===== config.mk =====
export PLATFORM = sky130hd
export DESIGN_NAME = bridge_config_header_tail
export DESIGN_NICKNAME = d
export VERILOG_FILES = /design/src/bridge_tail_pkg.sv /design/src/discard_timer.sv /design/src/bridge_config_header_tail.sv
export VERILOG_INCLUDE_DIRS = /design/src
export SDC_FILE = /design/constraint.sdc
export NUM_CORES = 1
export LEC_CHECK = 0
export ABC_AREA = 1
export BUFFER_PORTS_ARGS = -buffer_cell sky130_fd_sc_hd__buf_2
export CAP_MARGIN = 5
export CORE_MARGIN = 2
export CORE_UTILIZATION = 25
export DETAILED_ROUTE_END_ITERATION = 10
export PLACE_DENSITY = 0.57
export SLEW_MARGIN = 20
export SYNTH_ARGS = -nofsm -noshare
export SYNTH_HDL_FRONTEND = slang
export SYNTH_SLANG_ARGS = --single-unit

===== constraint.sdc =====
create_clock -name core_clk -period 1.68 [get_ports core_clk]
set_input_delay 0.336 -clock core_clk [delete_from_list [all_inputs] [get_ports core_clk]]
set_output_delay 0.336 -clock core_clk [all_outputs]
set_load 0.05 [all_outputs]

===== src/bridge_tail_defines.svh =====
`ifndef BRIDGE_TAIL_DEFINES_SVH
`define BRIDGE_TAIL_DEFINES_SVH

// byte offsets inside the configuration header
`define OFS_CAPABILITY_LIST_HEAD     8'h34
`define OFS_ROM_WINDOW_BASE          8'h38
`define OFS_IRQ_ROUTING_NOTE         8'h3C
`define OFS_IRQ_TERMINAL_CODE        8'h3D
`define OFS_BRIDGE_SECONDARY_CONTROL 8'h3E

// dword indices used by the decoder (byte offset divided by four)
`define DW_CAPABILITY_LIST_HEAD      6'h0D
`define DW_ROM_WINDOW_BASE           6'h0E
`define DW_IRQ_DWORD                 6'h0F

// reset and fixed read values
`define RST_CAPABILITY_LIST_HEAD     8'hDC
`define RST_ROM_WINDOW_BASE          32'h00000000
`define RST_IRQ_ROUTING_NOTE         8'hFF
`define RST_IRQ_TERMINAL_CODE        8'h00
`define RST_BRIDGE_SECONDARY_CONTROL 16'h0000

// bridge secondary control field positions
`define BSC_RESERVED_HI              15
`define BSC_RESERVED_LO              12
`define BSC_DISCARD_SERR_EN          11
`define BSC_DISCARD_STATUS           10
`define BSC_SEC_SHORT_TIMER          9
`define BSC_PRI_SHORT_TIMER          8
`define BSC_FAST_B2B                 7

// discard timer lengths in clock cycles
`define DISCARD_LONG_CYCLES          32768
`define DISCARD_SHORT_CYCLES         1024

`endif


===== src/bridge_tail_pkg.sv =====
package bridge_tail_pkg;

    // one configuration access from the primary bus
    typedef struct packed {
        logic        valid;
        logic        write;
        logic [7:0]  addr;
        logic [3:0]  byte_en;
        logic [31:0] wdata;
    } cfg_req_type;

    // registered answer to one configuration access
    typedef struct packed {
        logic        ack;
        logic        hit;
        logic [31:0] rdata;
    } cfg_rsp_type;

    // discard events toward the delayed-transaction queue
    typedef struct packed {
        logic primary;
        logic secondary;
    } discard_type;

endpackage : bridge_tail_pkg


===== src/discard_timer.sv =====
`include "bridge_tail_defines.svh"

module discard_timer #(
    parameter int LONG_CYCLES  = `DISCARD_LONG_CYCLES,
    parameter int SHORT_CYCLES = `DISCARD_SHORT_CYCLES,
    parameter int CNT_W        = $clog2(LONG_CYCLES)
) (
    input  wire logic core_clk,
    input  wire logic reset,
    input  wire logic clk_en,
    input  wire logic pending,
    input  wire logic repeated,
    input  wire logic short_sel,
    output logic      expired
);

    logic [CNT_W-1:0] cnt_q;
    logic [CNT_W-1:0] cnt_d;
    logic [CNT_W-1:0] limit;
    logic             hit_end;
    logic             expired_q;
    logic             expired_d;

    // last count before the discard, picked by the length select
    assign limit     = short_sel ? CNT_W'(SHORT_CYCLES - 1) : CNT_W'(LONG_CYCLES - 1);
    assign hit_end   = pending && !repeated && (cnt_q == limit);
    assign cnt_d     = (!pending || repeated || hit_end) ? '0 : cnt_q + 1'b1;
    assign expired_d = hit_end;
    assign expired   = expired_q;

    // wait counter, restarted whenever the master comes back
    always_ff @(posedge core_clk) begin
        if (reset) begin
            cnt_q     <= '0;
            expired_q <= 1'b0;
        end else if (clk_en) begin
            cnt_q     <= cnt_d;
            expired_q <= expired_d;
        end
    end

endmodule : discard_timer


===== src/bridge_config_header_tail.sv =====
`include "bridge_tail_defines.svh"

module bridge_config_header_tail
    import bridge_tail_pkg::*;
#(
    parameter int LONG_CYCLES  = `DISCARD_LONG_CYCLES,
    parameter int SHORT_CYCLES = `DISCARD_SHORT_CYCLES
) (
    input  wire logic  core_clk,
    input  wire logic  reset,
    input  wire logic  clk_en,
    input  cfg_req_type cfg_req,
    output cfg_rsp_type cfg_rsp,
    input  wire logic  pri_delayed_pending,
    input  wire logic  pri_delayed_repeat,
    input  wire logic  sec_delayed_pending,
    input  wire logic  sec_delayed_repeat,
    output discard_type discard,
    output logic       discard_serr,
    output logic       discard_serr_en,
    output logic       pri_short_timer,
    output logic       sec_short_timer
);

    // stored fields
    logic [7:0]  routing_note_q;
    logic [7:0]  routing_note_d;
    logic        serr_en_q;
    logic        serr_en_d;
    logic        status_q;
    logic        status_d;
    logic        sec_short_q;
    logic        sec_short_d;
    logic        pri_short_q;
    logic        pri_short_d;

    // answer registers
    cfg_rsp_type rsp_q;
    cfg_rsp_type rsp_d;

    // discard event registers
    discard_type discard_q;
    discard_type discard_d;
    logic        serr_q;
    logic        serr_d;

    // decode wires
    logic [5:0]  dword;
    logic        sel_cap;
    logic        sel_rom;
    logic        sel_irq;
    logic        any_sel;
    logic        wr_cycle;
    logic        wr_note;
    logic        wr_ctrl_hi;
    logic [7:0]  ctrl_hi_byte;
    logic        clear_status;

    // timer results
    logic        pri_expired;
    logic        sec_expired;
    logic        any_expired;

    // read assembly
    logic [15:0] ctrl_word;
    logic [31:0] irq_dword;
    logic [31:0] read_value;

    // decode of the dword being addressed
    assign dword   = cfg_req.addr[7:2];
    assign sel_cap = (dword == `DW_CAPABILITY_LIST_HEAD);
    assign sel_rom = (dword == `DW_ROM_WINDOW_BASE);
    assign sel_irq = (dword == `DW_IRQ_DWORD);
    assign any_sel = sel_cap || sel_rom || sel_irq;

    // write strobes by byte lane
    assign wr_cycle     = cfg_req.valid && cfg_req.write;
    assign wr_note      = wr_cycle && sel_irq && cfg_req.byte_en[0];
    assign wr_ctrl_hi   = wr_cycle && sel_irq && cfg_req.byte_en[3];
    assign ctrl_hi_byte = cfg_req.wdata[31:24];

    // one written to the status position clears it
    assign clear_status = wr_ctrl_hi && ctrl_hi_byte[`BSC_DISCARD_STATUS - 8];

    // routing note takes any byte software writes
    assign routing_note_d = wr_note ? cfg_req.wdata[7:0] : routing_note_q;

    // read/write control bits in the upper byte
    assign serr_en_d   = wr_ctrl_hi ? ctrl_hi_byte[`BSC_DISCARD_SERR_EN - 8]
                                    : serr_en_q;
    assign sec_short_d = wr_ctrl_hi ? ctrl_hi_byte[`BSC_SEC_SHORT_TIMER - 8]
                                    : sec_short_q;
    assign pri_short_d = wr_ctrl_hi ? ctrl_hi_byte[`BSC_PRI_SHORT_TIMER - 8]
                                    : pri_short_q;

    // status: a new expiry wins over a clear in the same cycle
    assign any_expired = pri_expired || sec_expired;
    assign status_d    = any_expired ? 1'b1
                       : clear_status ? 1'b0
                       : status_q;

    // secondary control as software reads it
    always_comb begin
        ctrl_word = `RST_BRIDGE_SECONDARY_CONTROL;
        ctrl_word[`BSC_RESERVED_HI:`BSC_RESERVED_LO] = 4'h0;
        ctrl_word[`BSC_DISCARD_SERR_EN] = serr_en_q;
        ctrl_word[`BSC_DISCARD_STATUS]  = status_q;
        ctrl_word[`BSC_SEC_SHORT_TIMER] = sec_short_q;
        ctrl_word[`BSC_PRI_SHORT_TIMER] = pri_short_q;
        ctrl_word[`BSC_FAST_B2B]        = 1'b0;
    end

    // dword holding note, terminal code and control
    assign irq_dword = {ctrl_word, `RST_IRQ_TERMINAL_CODE, routing_note_q};

    // read mux, unmapped dwords in this range return zero
    assign read_value = sel_cap ? {24'h000000, `RST_CAPABILITY_LIST_HEAD}
                      : sel_rom ? `RST_ROM_WINDOW_BASE
                      : sel_irq ? irq_dword
                      : 32'h00000000;

    // answer built for the next cycle, reads and writes alike
    always_comb begin
        rsp_d       = '0;
        rsp_d.ack   = cfg_req.valid;
        rsp_d.hit   = cfg_req.valid && any_sel;
        rsp_d.rdata = (cfg_req.valid && !cfg_req.write) ? read_value : 32'h00000000;
    end

    // discard pulses toward the queue and SERR request
    always_comb begin
        discard_d           = '0;
        discard_d.primary   = pri_expired;
        discard_d.secondary = sec_expired;
        serr_d              = pri_expired && serr_en_q;
    end

    // primary side discard timer
    discard_timer #(
        .LONG_CYCLES  (LONG_CYCLES),
        .SHORT_CYCLES (SHORT_CYCLES)
    ) u_pri_timer (
        .core_clk  (core_clk),
        .reset     (reset),
        .clk_en    (clk_en),
        .pending   (pri_delayed_pending),
        .repeated  (pri_delayed_repeat),
        .short_sel (pri_short_q),
        .expired   (pri_expired)
    );

    // secondary side discard timer
    discard_timer #(
        .LONG_CYCLES  (LONG_CYCLES),
        .SHORT_CYCLES (SHORT_CYCLES)
    ) u_sec_timer (
        .core_clk  (core_clk),
        .reset     (reset),
        .clk_en    (clk_en),
        .pending   (sec_delayed_pending),
        .repeated  (sec_delayed_repeat),
        .short_sel (sec_short_q),
        .expired   (sec_expired)
    );

    // software visible storage
    always_ff @(posedge core_clk) begin
        if (reset) begin
            routing_note_q <= `RST_IRQ_ROUTING_NOTE;
            serr_en_q      <= 1'b0;
            status_q       <= 1'b0;
            sec_short_q    <= 1'b0;
            pri_short_q    <= 1'b0;
        end else if (clk_en) begin
            routing_note_q <= routing_note_d;
            serr_en_q      <= serr_en_d;
            status_q       <= status_d;
            sec_short_q    <= sec_short_d;
            pri_short_q    <= pri_short_d;
        end
    end

    // answer and event registers
    always_ff @(posedge core_clk) begin
        if (reset) begin
            rsp_q     <= '0;
            discard_q <= '0;
            serr_q    <= 1'b0;
        end else if (clk_en) begin
            rsp_q     <= rsp_d;
            discard_q <= discard_d;
            serr_q    <= serr_d;
        end
    end

    // outputs
    assign cfg_rsp         = rsp_q;
    assign discard         = discard_q;
    assign discard_serr    = serr_q;
    assign discard_serr_en = serr_en_q;
    assign pri_short_timer = pri_short_q;
    assign sec_short_timer = sec_short_q;

endmodule : bridge_config_header_tail


==> impl_metrics.env, run 1 <==
export IMPL_status="complete, no violations"
export IMPL_synthAdderAreaFrac=0.00845
export IMPL_yosysTopAreaCell="dfxtp_1"
export IMPL_powerDensity_nw_per_um2=939
export IMPL_tns_ps=0
export IMPL_clk_path_buf_depth=2
export IMPL_io_pins=93
export IMPL_post_place_ws_ps=47.8
export IMPL_r2r_end="u_pri_timer.cnt_q[14]"
export IMPL_rows=39
export IMPL_crit_start="u_pri_timer.cnt_q[0]"
export IMPL_max_cap_viol_count=0
export IMPL_rsz0062_at_grt="false"
export IMPL_reg2reg_depth=11
export IMPL_slew_violations=0
export IMPL_post_cts_setup_buffer_count=0
export IMPL_htreeDepth=3
export IMPL_nets=527
export IMPL_synth_warnings=0
export IMPL_gr_total_overflow=0
export IMPL_clock_skew_ps=6.84
export IMPL_cts_hold_fix_buffers=0
export IMPL_crit_required_ps=1890
export IMPL_avgSynthCellArea_um2=7.19
export IMPL_hold_class="in -> reg"
export IMPL_vias=2677
export IMPL_place_gp_congestion=0.826
export IMPL_arrival_ps=1710
export IMPL_vias_per_cell=4.32
export IMPL_crit_end="u_pri_timer.cnt_q[14]"
export IMPL_yosysSeqAreaShare=0.413
export IMPL_synth_area_um2=2960
export IMPL_finalSetupViolCount=0
export IMPL_grt_pass1_vias=2529
export IMPL_wl_um=6820
export IMPL_drt_iter0_markers=191
export IMPL_start_kind="register"
export IMPL_die_height_um=113
export IMPL_dieArea_um2=12700
export IMPL_synth_seq_cells=61
export IMPL_p_total_mw=3.39
export IMPL_cts_sinks=61
export IMPL_synthXorXnorAreaFrac=0.0444
export IMPL_synth_simple_area_share=0.337
export IMPL_hpwl_um=5140
export IMPL_async_flop_share=0
export IMPL_swShare=0.260
export IMPL_synth_top_family_by_area="simple AND/OR/NAND/NOR gates"
export IMPL_endpoint_kind="register"
export IMPL_clk_pin_slew_ps=50
export IMPL_fp_dieW_um=113
export IMPL_num_antenna_cells=0
export IMPL_ir_drop_mv=0.519
export IMPL_power_frac_seq=0.429
export IMPL_ff2ff_setup_slack_ps=180
export IMPL_worst_slack_ps=184
export IMPL_synth_flop_cell="dfxtp_1"
export IMPL_p_comb_frac=0.075
export IMPL_finalCritPeriodShare=0.890
export IMPL_worstSkewPairLatency_ps=320
export IMPL_synth_cells=412
export IMPL_core_region_area_um2=11500
export IMPL_leakagePower_nw=1.55
export IMPL_initial_core_util=0.258
export IMPL_synth_area_mux_share=0
export IMPL_wire_per_inst_um=11.0
export IMPL_switchingPower_mw=0.884
export IMPL_synth_edf_count=0
export IMPL_layout_drive_gt1_share=0.210
export IMPL_intPower_mw=2.51
export IMPL_worstSetupPathType="reg -> reg"
export IMPL_cts_made_buffers=9
export IMPL_synth_compound_area_frac=0.0782
export IMPL_utilization=0.315
export IMPL_drt_pass1_iterations=4
export IMPL_fmax_mhz=668
export IMPL_drc_errors=0
export IMPL_grt_pass1_wl_um=11700
export IMPL_yosysTopAreaCellShare=0.413
export IMPL_drt_antenna_violating_nets=0
export IMPL_syn_to_final_growth_pct=22.1
export IMPL_synth_cell_types=26
export IMPL_timing_rr_start="u_pri_timer.cnt_q[0]"
export IMPL_grtUsageTotal=0.113
export IMPL_synthTopCellsByArea="dfxtp_1 41%, nand2_1 12%, nor2_1 7.1%"
export IMPL_grt_max_degree=24
export IMPL_hold_violations=0
export IMPL_fin_crit_ps=1500
export IMPL_cts_tree="built"
export IMPL_worstPathMaxFanout=13
export IMPL_antenna_found_initial=0
export IMPL_clkPwrFrac=0.496
export IMPL_cts_root_buffer="clkbuf_16"
export IMPL_numPortBuffers=48
## layout make-up
type / instances / area, um2
tap: 143 / 179
clock buffer: 9 / 225
clock inverter: 7 / 50.0
multi-input combinational: 307 / 1460
inverter: 30 / 113
timing repair buffer: 63 / 365
sequential: 61 / 1220
fill: 1250 / 7850
## worst max-delay path, stage by stage, from the launching register on
cell and delay [ps]:
dfxtp_1 350, ha_1 170, nand2_1 60, nor2_2 120, nand2_2 70, nor2_2 140
nand2_2 80, nand2_1 60, nand2_1 60, nand2_2 80, buf_12 150, nor2_1 40
## per-layer routing
layer,GRT usage,vias to the layer above,wire (um)
li1,-,1408,-
met5,0,-,0
met2,0.179,63,3110
met1,0.146,1194,3280
met4,0.0618,0,153
met3,0.0214,12,282
## state kept, by name, summed over array words and instances (netlist names)
| name | cells |
|---|---|
| cfg_rsp | 14 |
| u_pri_timer.expired | 1 |
| discard | 2 |
| sec_short_timer | 1 |
| u_sec_timer.cnt_q | 15 |
| status_q | 1 |
| discard_serr_en | 1 |
| u_sec_timer.expired | 1 |
| discard_serr | 1 |
| pri_short_timer | 1 |
| routing_note_q | 8 |
| u_pri_timer.cnt_q | 15 |
## metrics by stage
step                hold slack [ps]  area [um2]  cells
finish                          241        3620    620
global route                    276        3620    620
CTS                             230        3610    620
detailed placement              437        3340    604
global placement                435        3340    604
floorplan                       405        3030    431
## power groups by stage
stage          clock network, mW  logic [mW]  registers (mW)
2_1_floorplan                  0       0.216            1.49
3_3_place_gp                   0       0.253            1.49
3_5_place_dp                   0       0.254            1.49
4_1_cts                     1.74       0.254            1.46
5_1_grt                     1.81       0.274            1.46
6_report                    1.68       0.255            1.46
## cell families (layout without fill, tap and decap cells)
logic type | Yosys count | after routing
other | 1 | 20
XOR/XNOR | 15 | 15
AND/OR/NAND/NOR | 225 | 225
AO/OA/AOI/OAI | 45 | 45
flip-flops | 61 | 61
buffers and inverters | 63 | 109
adder cells (fa/ha/maj) | 2 | 2
## cell usage after synthesis (5+ instances only)
library cell,n
a21oi_1,26
buf_2,6
buf_4,20
dfxtp_1,61
inv_1,30
nand2_1,98
nand2_2,5
nand3_1,32
nand4_1,14
nor2_1,56
nor2_2,11
o21ai_0,16
xor2_1,11
## cell usage in the layout, fill, tap and decap left out, drive strengths merged, types with 4 or more instances in the layout
cell / instances
nand2: 103
nor2: 69
buf: 63
dfxtp: 61
nand3: 32
inv: 31
a21oi: 26
conb: 20
o21ai: 16
nand4: 14
xor2: 11
clkbuf: 9
clkinv: 6
nor3: 5
xnor2: 4
## worst min-delay path by stage
stage | to | from | slack, ps | cells after the start
finish | discard_serr_en | cfg_req[27] | 240 | 3
CTS | discard_serr_en | cfg_req[27] | 230 | 3
global placement | routing_note_q[6] | routing_note_q[6] | 430 | 2
detailed placement | routing_note_q[7] | routing_note_q[7] | 440 | 2
global route | routing_note_q[7] | cfg_req[7] | 280 | 3
floorplan | cfg_rsp[3] | reset | 410 | 1
## repair_timing
| item | in CTS | in global routing |
|---|---|---|
| hold endpoints to repair | 0 | 0 |
| setup endpoints to repair | 0 | 2 |
| gates resized for setup | 0 | 1 |
No activity file was read; power rests on OpenSTA's default activity.
==> run 2: changes to the inputs <==
--- a/config.mk
+++ b/config.mk
@@ -16,4 +16,5 @@
 export SLEW_MARGIN = 20
 export SYNTH_ARGS = -nofsm -noshare
 export SYNTH_HDL_FRONTEND = slang
+export SYNTH_HIERARCHICAL = 1
 export SYNTH_SLANG_ARGS = --single-unit
==> run 2 against run 1 <==
Effect of this change:
- clock skew is 0.76 ps lower
- highest routed layer unchanged
- clock-buffer cell count is 3 higher
- maximum frequency is 0.51% lower
- sequential cell count stayed put
- clock power is 6% higher
- register-to-register slack hardly changed
==> impl_metrics.env, run 2 <==
export IMPL_status="complete, no violations"
export IMPL_hold_class="in -> reg"
export IMPL_worst_slack_ps=176
export IMPL_antenna_found_initial=0
export IMPL_core_region_area_um2=12000
export IMPL_nets=535
export IMPL_syn_to_final_growth_pct=21.1
export IMPL_num_antenna_cells=0
export IMPL_timing_rr_start="u_sec_timer/cnt_q[0]"
export IMPL_synth_seq_cells=61
export IMPL_rows=40
export IMPL_synthTopCellsByArea="dfxtp_1 40%, nand2_1 13%, nor2_1 7.5%"
export IMPL_vias=2640
export IMPL_initial_core_util=0.256
export IMPL_io_pins=93
export IMPL_crit_required_ps=1880
export IMPL_synth_area_um2=3060
export IMPL_synthXorXnorAreaFrac=0.0516
export IMPL_worstSkewPairLatency_ps=320
export IMPL_num_fill_cells=1246
export IMPL_max_cap_viol_count=0
export IMPL_slew_violations=0
export IMPL_post_place_ws_ps=177
export IMPL_htreeDepth=3
export IMPL_powerDensity_nw_per_um2=947
export IMPL_crit_start="u_sec_timer/cnt_q[0]"
export IMPL_hpwl_um=4830
export IMPL_place_gp_congestion=0.782
export IMPL_ir_drop_mv=0.460
export IMPL_yosysSeqAreaShare=0.400
export IMPL_drt_pass1_iterations=4
export IMPL_worstSetupPathType="reg -> reg"
export IMPL_busiest_layer="met2"
export IMPL_arrival_ps=1700
export IMPL_grtUsageMet3=0.0296
export IMPL_worstPathMaxFanout=13
export IMPL_cpLargestDelayFamily="simple AND/OR/NAND/NOR gates"
export IMPL_layout_common_cells="107 x nand2_1, 61 x nor2_1, 61 x dfxtp_1, 48 x buf_2, 40 x inv_1"
export IMPL_clk_path_buf_depth=2
export IMPL_grt_max_degree=14
export IMPL_synthAdderAreaFrac=0.00819
export IMPL_layout_commonest_cell="nand2_1"
export IMPL_multi_input_area_um2=1540
export IMPL_clk_pin_slew_ps=50
export IMPL_numPortBuffers=48
export IMPL_cp_common_cell="nand2_1"
export IMPL_drc_errors=0
export IMPL_async_flop_share=0
export IMPL_die_height_um=115
export IMPL_clock_skew_ps=6.07
export IMPL_yosysTopAreaCell="dfxtp_1"
export IMPL_drt_antenna_violating_nets=0
export IMPL_cts_hold_fix_buffers=0
export IMPL_grtUsageTotal=0.102
export IMPL_finalSetupViolCount=0
export IMPL_synth_area_mux_share=0
export IMPL_synth_top_family_by_area="simple AND/OR/NAND/NOR gates"
export IMPL_synth_flop_cell="dfxtp_1"
export IMPL_post_cts_setup_buffer_count=0
export IMPL_synth_edf_count=0
export IMPL_cts_resized=0
export IMPL_dieArea_um2=13100
export IMPL_start_kind="register"
export IMPL_synth_common_cells="107 x nand2_1, 61 x dfxtp_1, 61 x nor2_1"
export IMPL_yosysMostFrequentCell="nand2_1"
export IMPL_rsz0062_at_grt="false"
export IMPL_endpoint_kind="register"
export IMPL_yosysTopAreaCellShare=0.400
export IMPL_vias_per_cell=4.18
export IMPL_wire_per_inst_um=10.0
export IMPL_fin_crit_ps=1500
export IMPL_drt_iter0_markers=88
export IMPL_avgSynthCellArea_um2=7.24
export IMPL_final_seq_area_um2=1220
export IMPL_finalCritPeriodShare=0.895
export IMPL_layout_drive_gt1_share=0.200
export IMPL_cts_root_buffer="clkbuf_16"
export IMPL_cp_cell_sequence="ha_1 > inv_1 > nor2_2 > nand2_1 > nor2_2 > nand2_2 > nand2_1 > nand2_1 > nand2_2 > nor2_1"
export IMPL_synth_warnings=6
export IMPL_synth_cell_types=29
export IMPL_crit_buf_inv=1
export IMPL_wl_um=6340
export IMPL_fmax_mhz=665
export IMPL_grt_use_met1=0.123
export IMPL_hold_violations=0
export IMPL_leakagePower_nw=1.62
export IMPL_cts_sinks=61
export IMPL_synth_cells=422
export IMPL_grt_pass1_vias=2439
export IMPL_cts_made_buffers=9
export IMPL_slowest_stage="dfxtp_1"
export IMPL_tns_ps=0
export IMPL_cts_tree="built"
export IMPL_fp_dieW_um=115
export IMPL_cpPeakStageDelay_ps=360
export IMPL_synth_compound_area_frac=0.0647
export IMPL_synth_simple_area_share=0.352
export IMPL_worstHoldStart="cfg_req[25]"
export IMPL_grt_use_met2=0.170
export IMPL_grt_pass1_wl_um=10700
export IMPL_gr_total_overflow=0
[run 2: cell count changes after synthesis, moves of 4 or more]
cell / change
inv_1: +10
nor2_2: -5
nand3_1: -5
o21ai_0: -8
nor3_1: -4
xnor2_1: +4
nand2_1: +9
nor2_1: +5
[run 2: metal layers]
layer / up-vias / part of all wire
li1: 1397 / -
met1: 1177 / 0.47
met2: 59 / 0.47
met3: 7 / 0.050
met4: 0 / 0.012
met5: - / 0
[run 2: report_power, final]
group          internal, mW  leakage, nW  switching, mW
Sequential             1.45        0.492        0.00370
Clock                  1.18        0.143          0.603
Combinational        0.0568        0.984          0.205
Total                  2.69         1.62          0.811
[run 2: tightest hold or removal path: cells and delay by family]
| family | cells | cell delay, ps |
|---|---|---|
| buffers and inverters | 1 | 70 |
| AND/OR/NAND/NOR | 2 | 110 |
[run 2: cells by family after synthesis]
kind of cell             after synthesis
buffers and inverters                 71
adder cells (fa/ha/maj)                2
AND/OR/NAND/NOR                      231
flip-flops                            61
other                                  1
XOR/XNOR                              18
AO/OA/AOI/OAI                         38
[run 2: area by class of cell]
cell class	instances	share of cell area
well taps	147	0.0497
clock buffers	12	0.0666
multi-input cells	309	0.415
inverters	42	0.0426
flip-flops and latches	61	0.330
repair buffers	57	0.0832
clock inverters	4	0.0128
[run 2: final timing paths]
| check | endpoint | slack, ps | cells past startpoint |
|---|---|---|---|
| worst max-delay path | u_sec_timer/cnt_q[14] | 180 | 10 |
| worst min-delay path | sec_short_timer | 240 | 3 |
| worst max register to register | u_sec_timer/cnt_q[14] | 180 | 10 |
| worst min register to register | routing_note_q[4] | 450 | 2 |
[run 2: stage by stage]
stage,total power [mW],std cells,utilization,area (um2),hold WS (ps)
3_5_place_dp,1.75,616,0.284,3400,443
3_3_place_gp,1.75,616,0.284,3400,437
2_1_floorplan,1.71,441,-,3130,405
5_1_grt,3.62,632,0.309,3700,251
6_report,3.50,632,0.309,3700,235
4_1_cts,3.55,632,0.309,3700,229
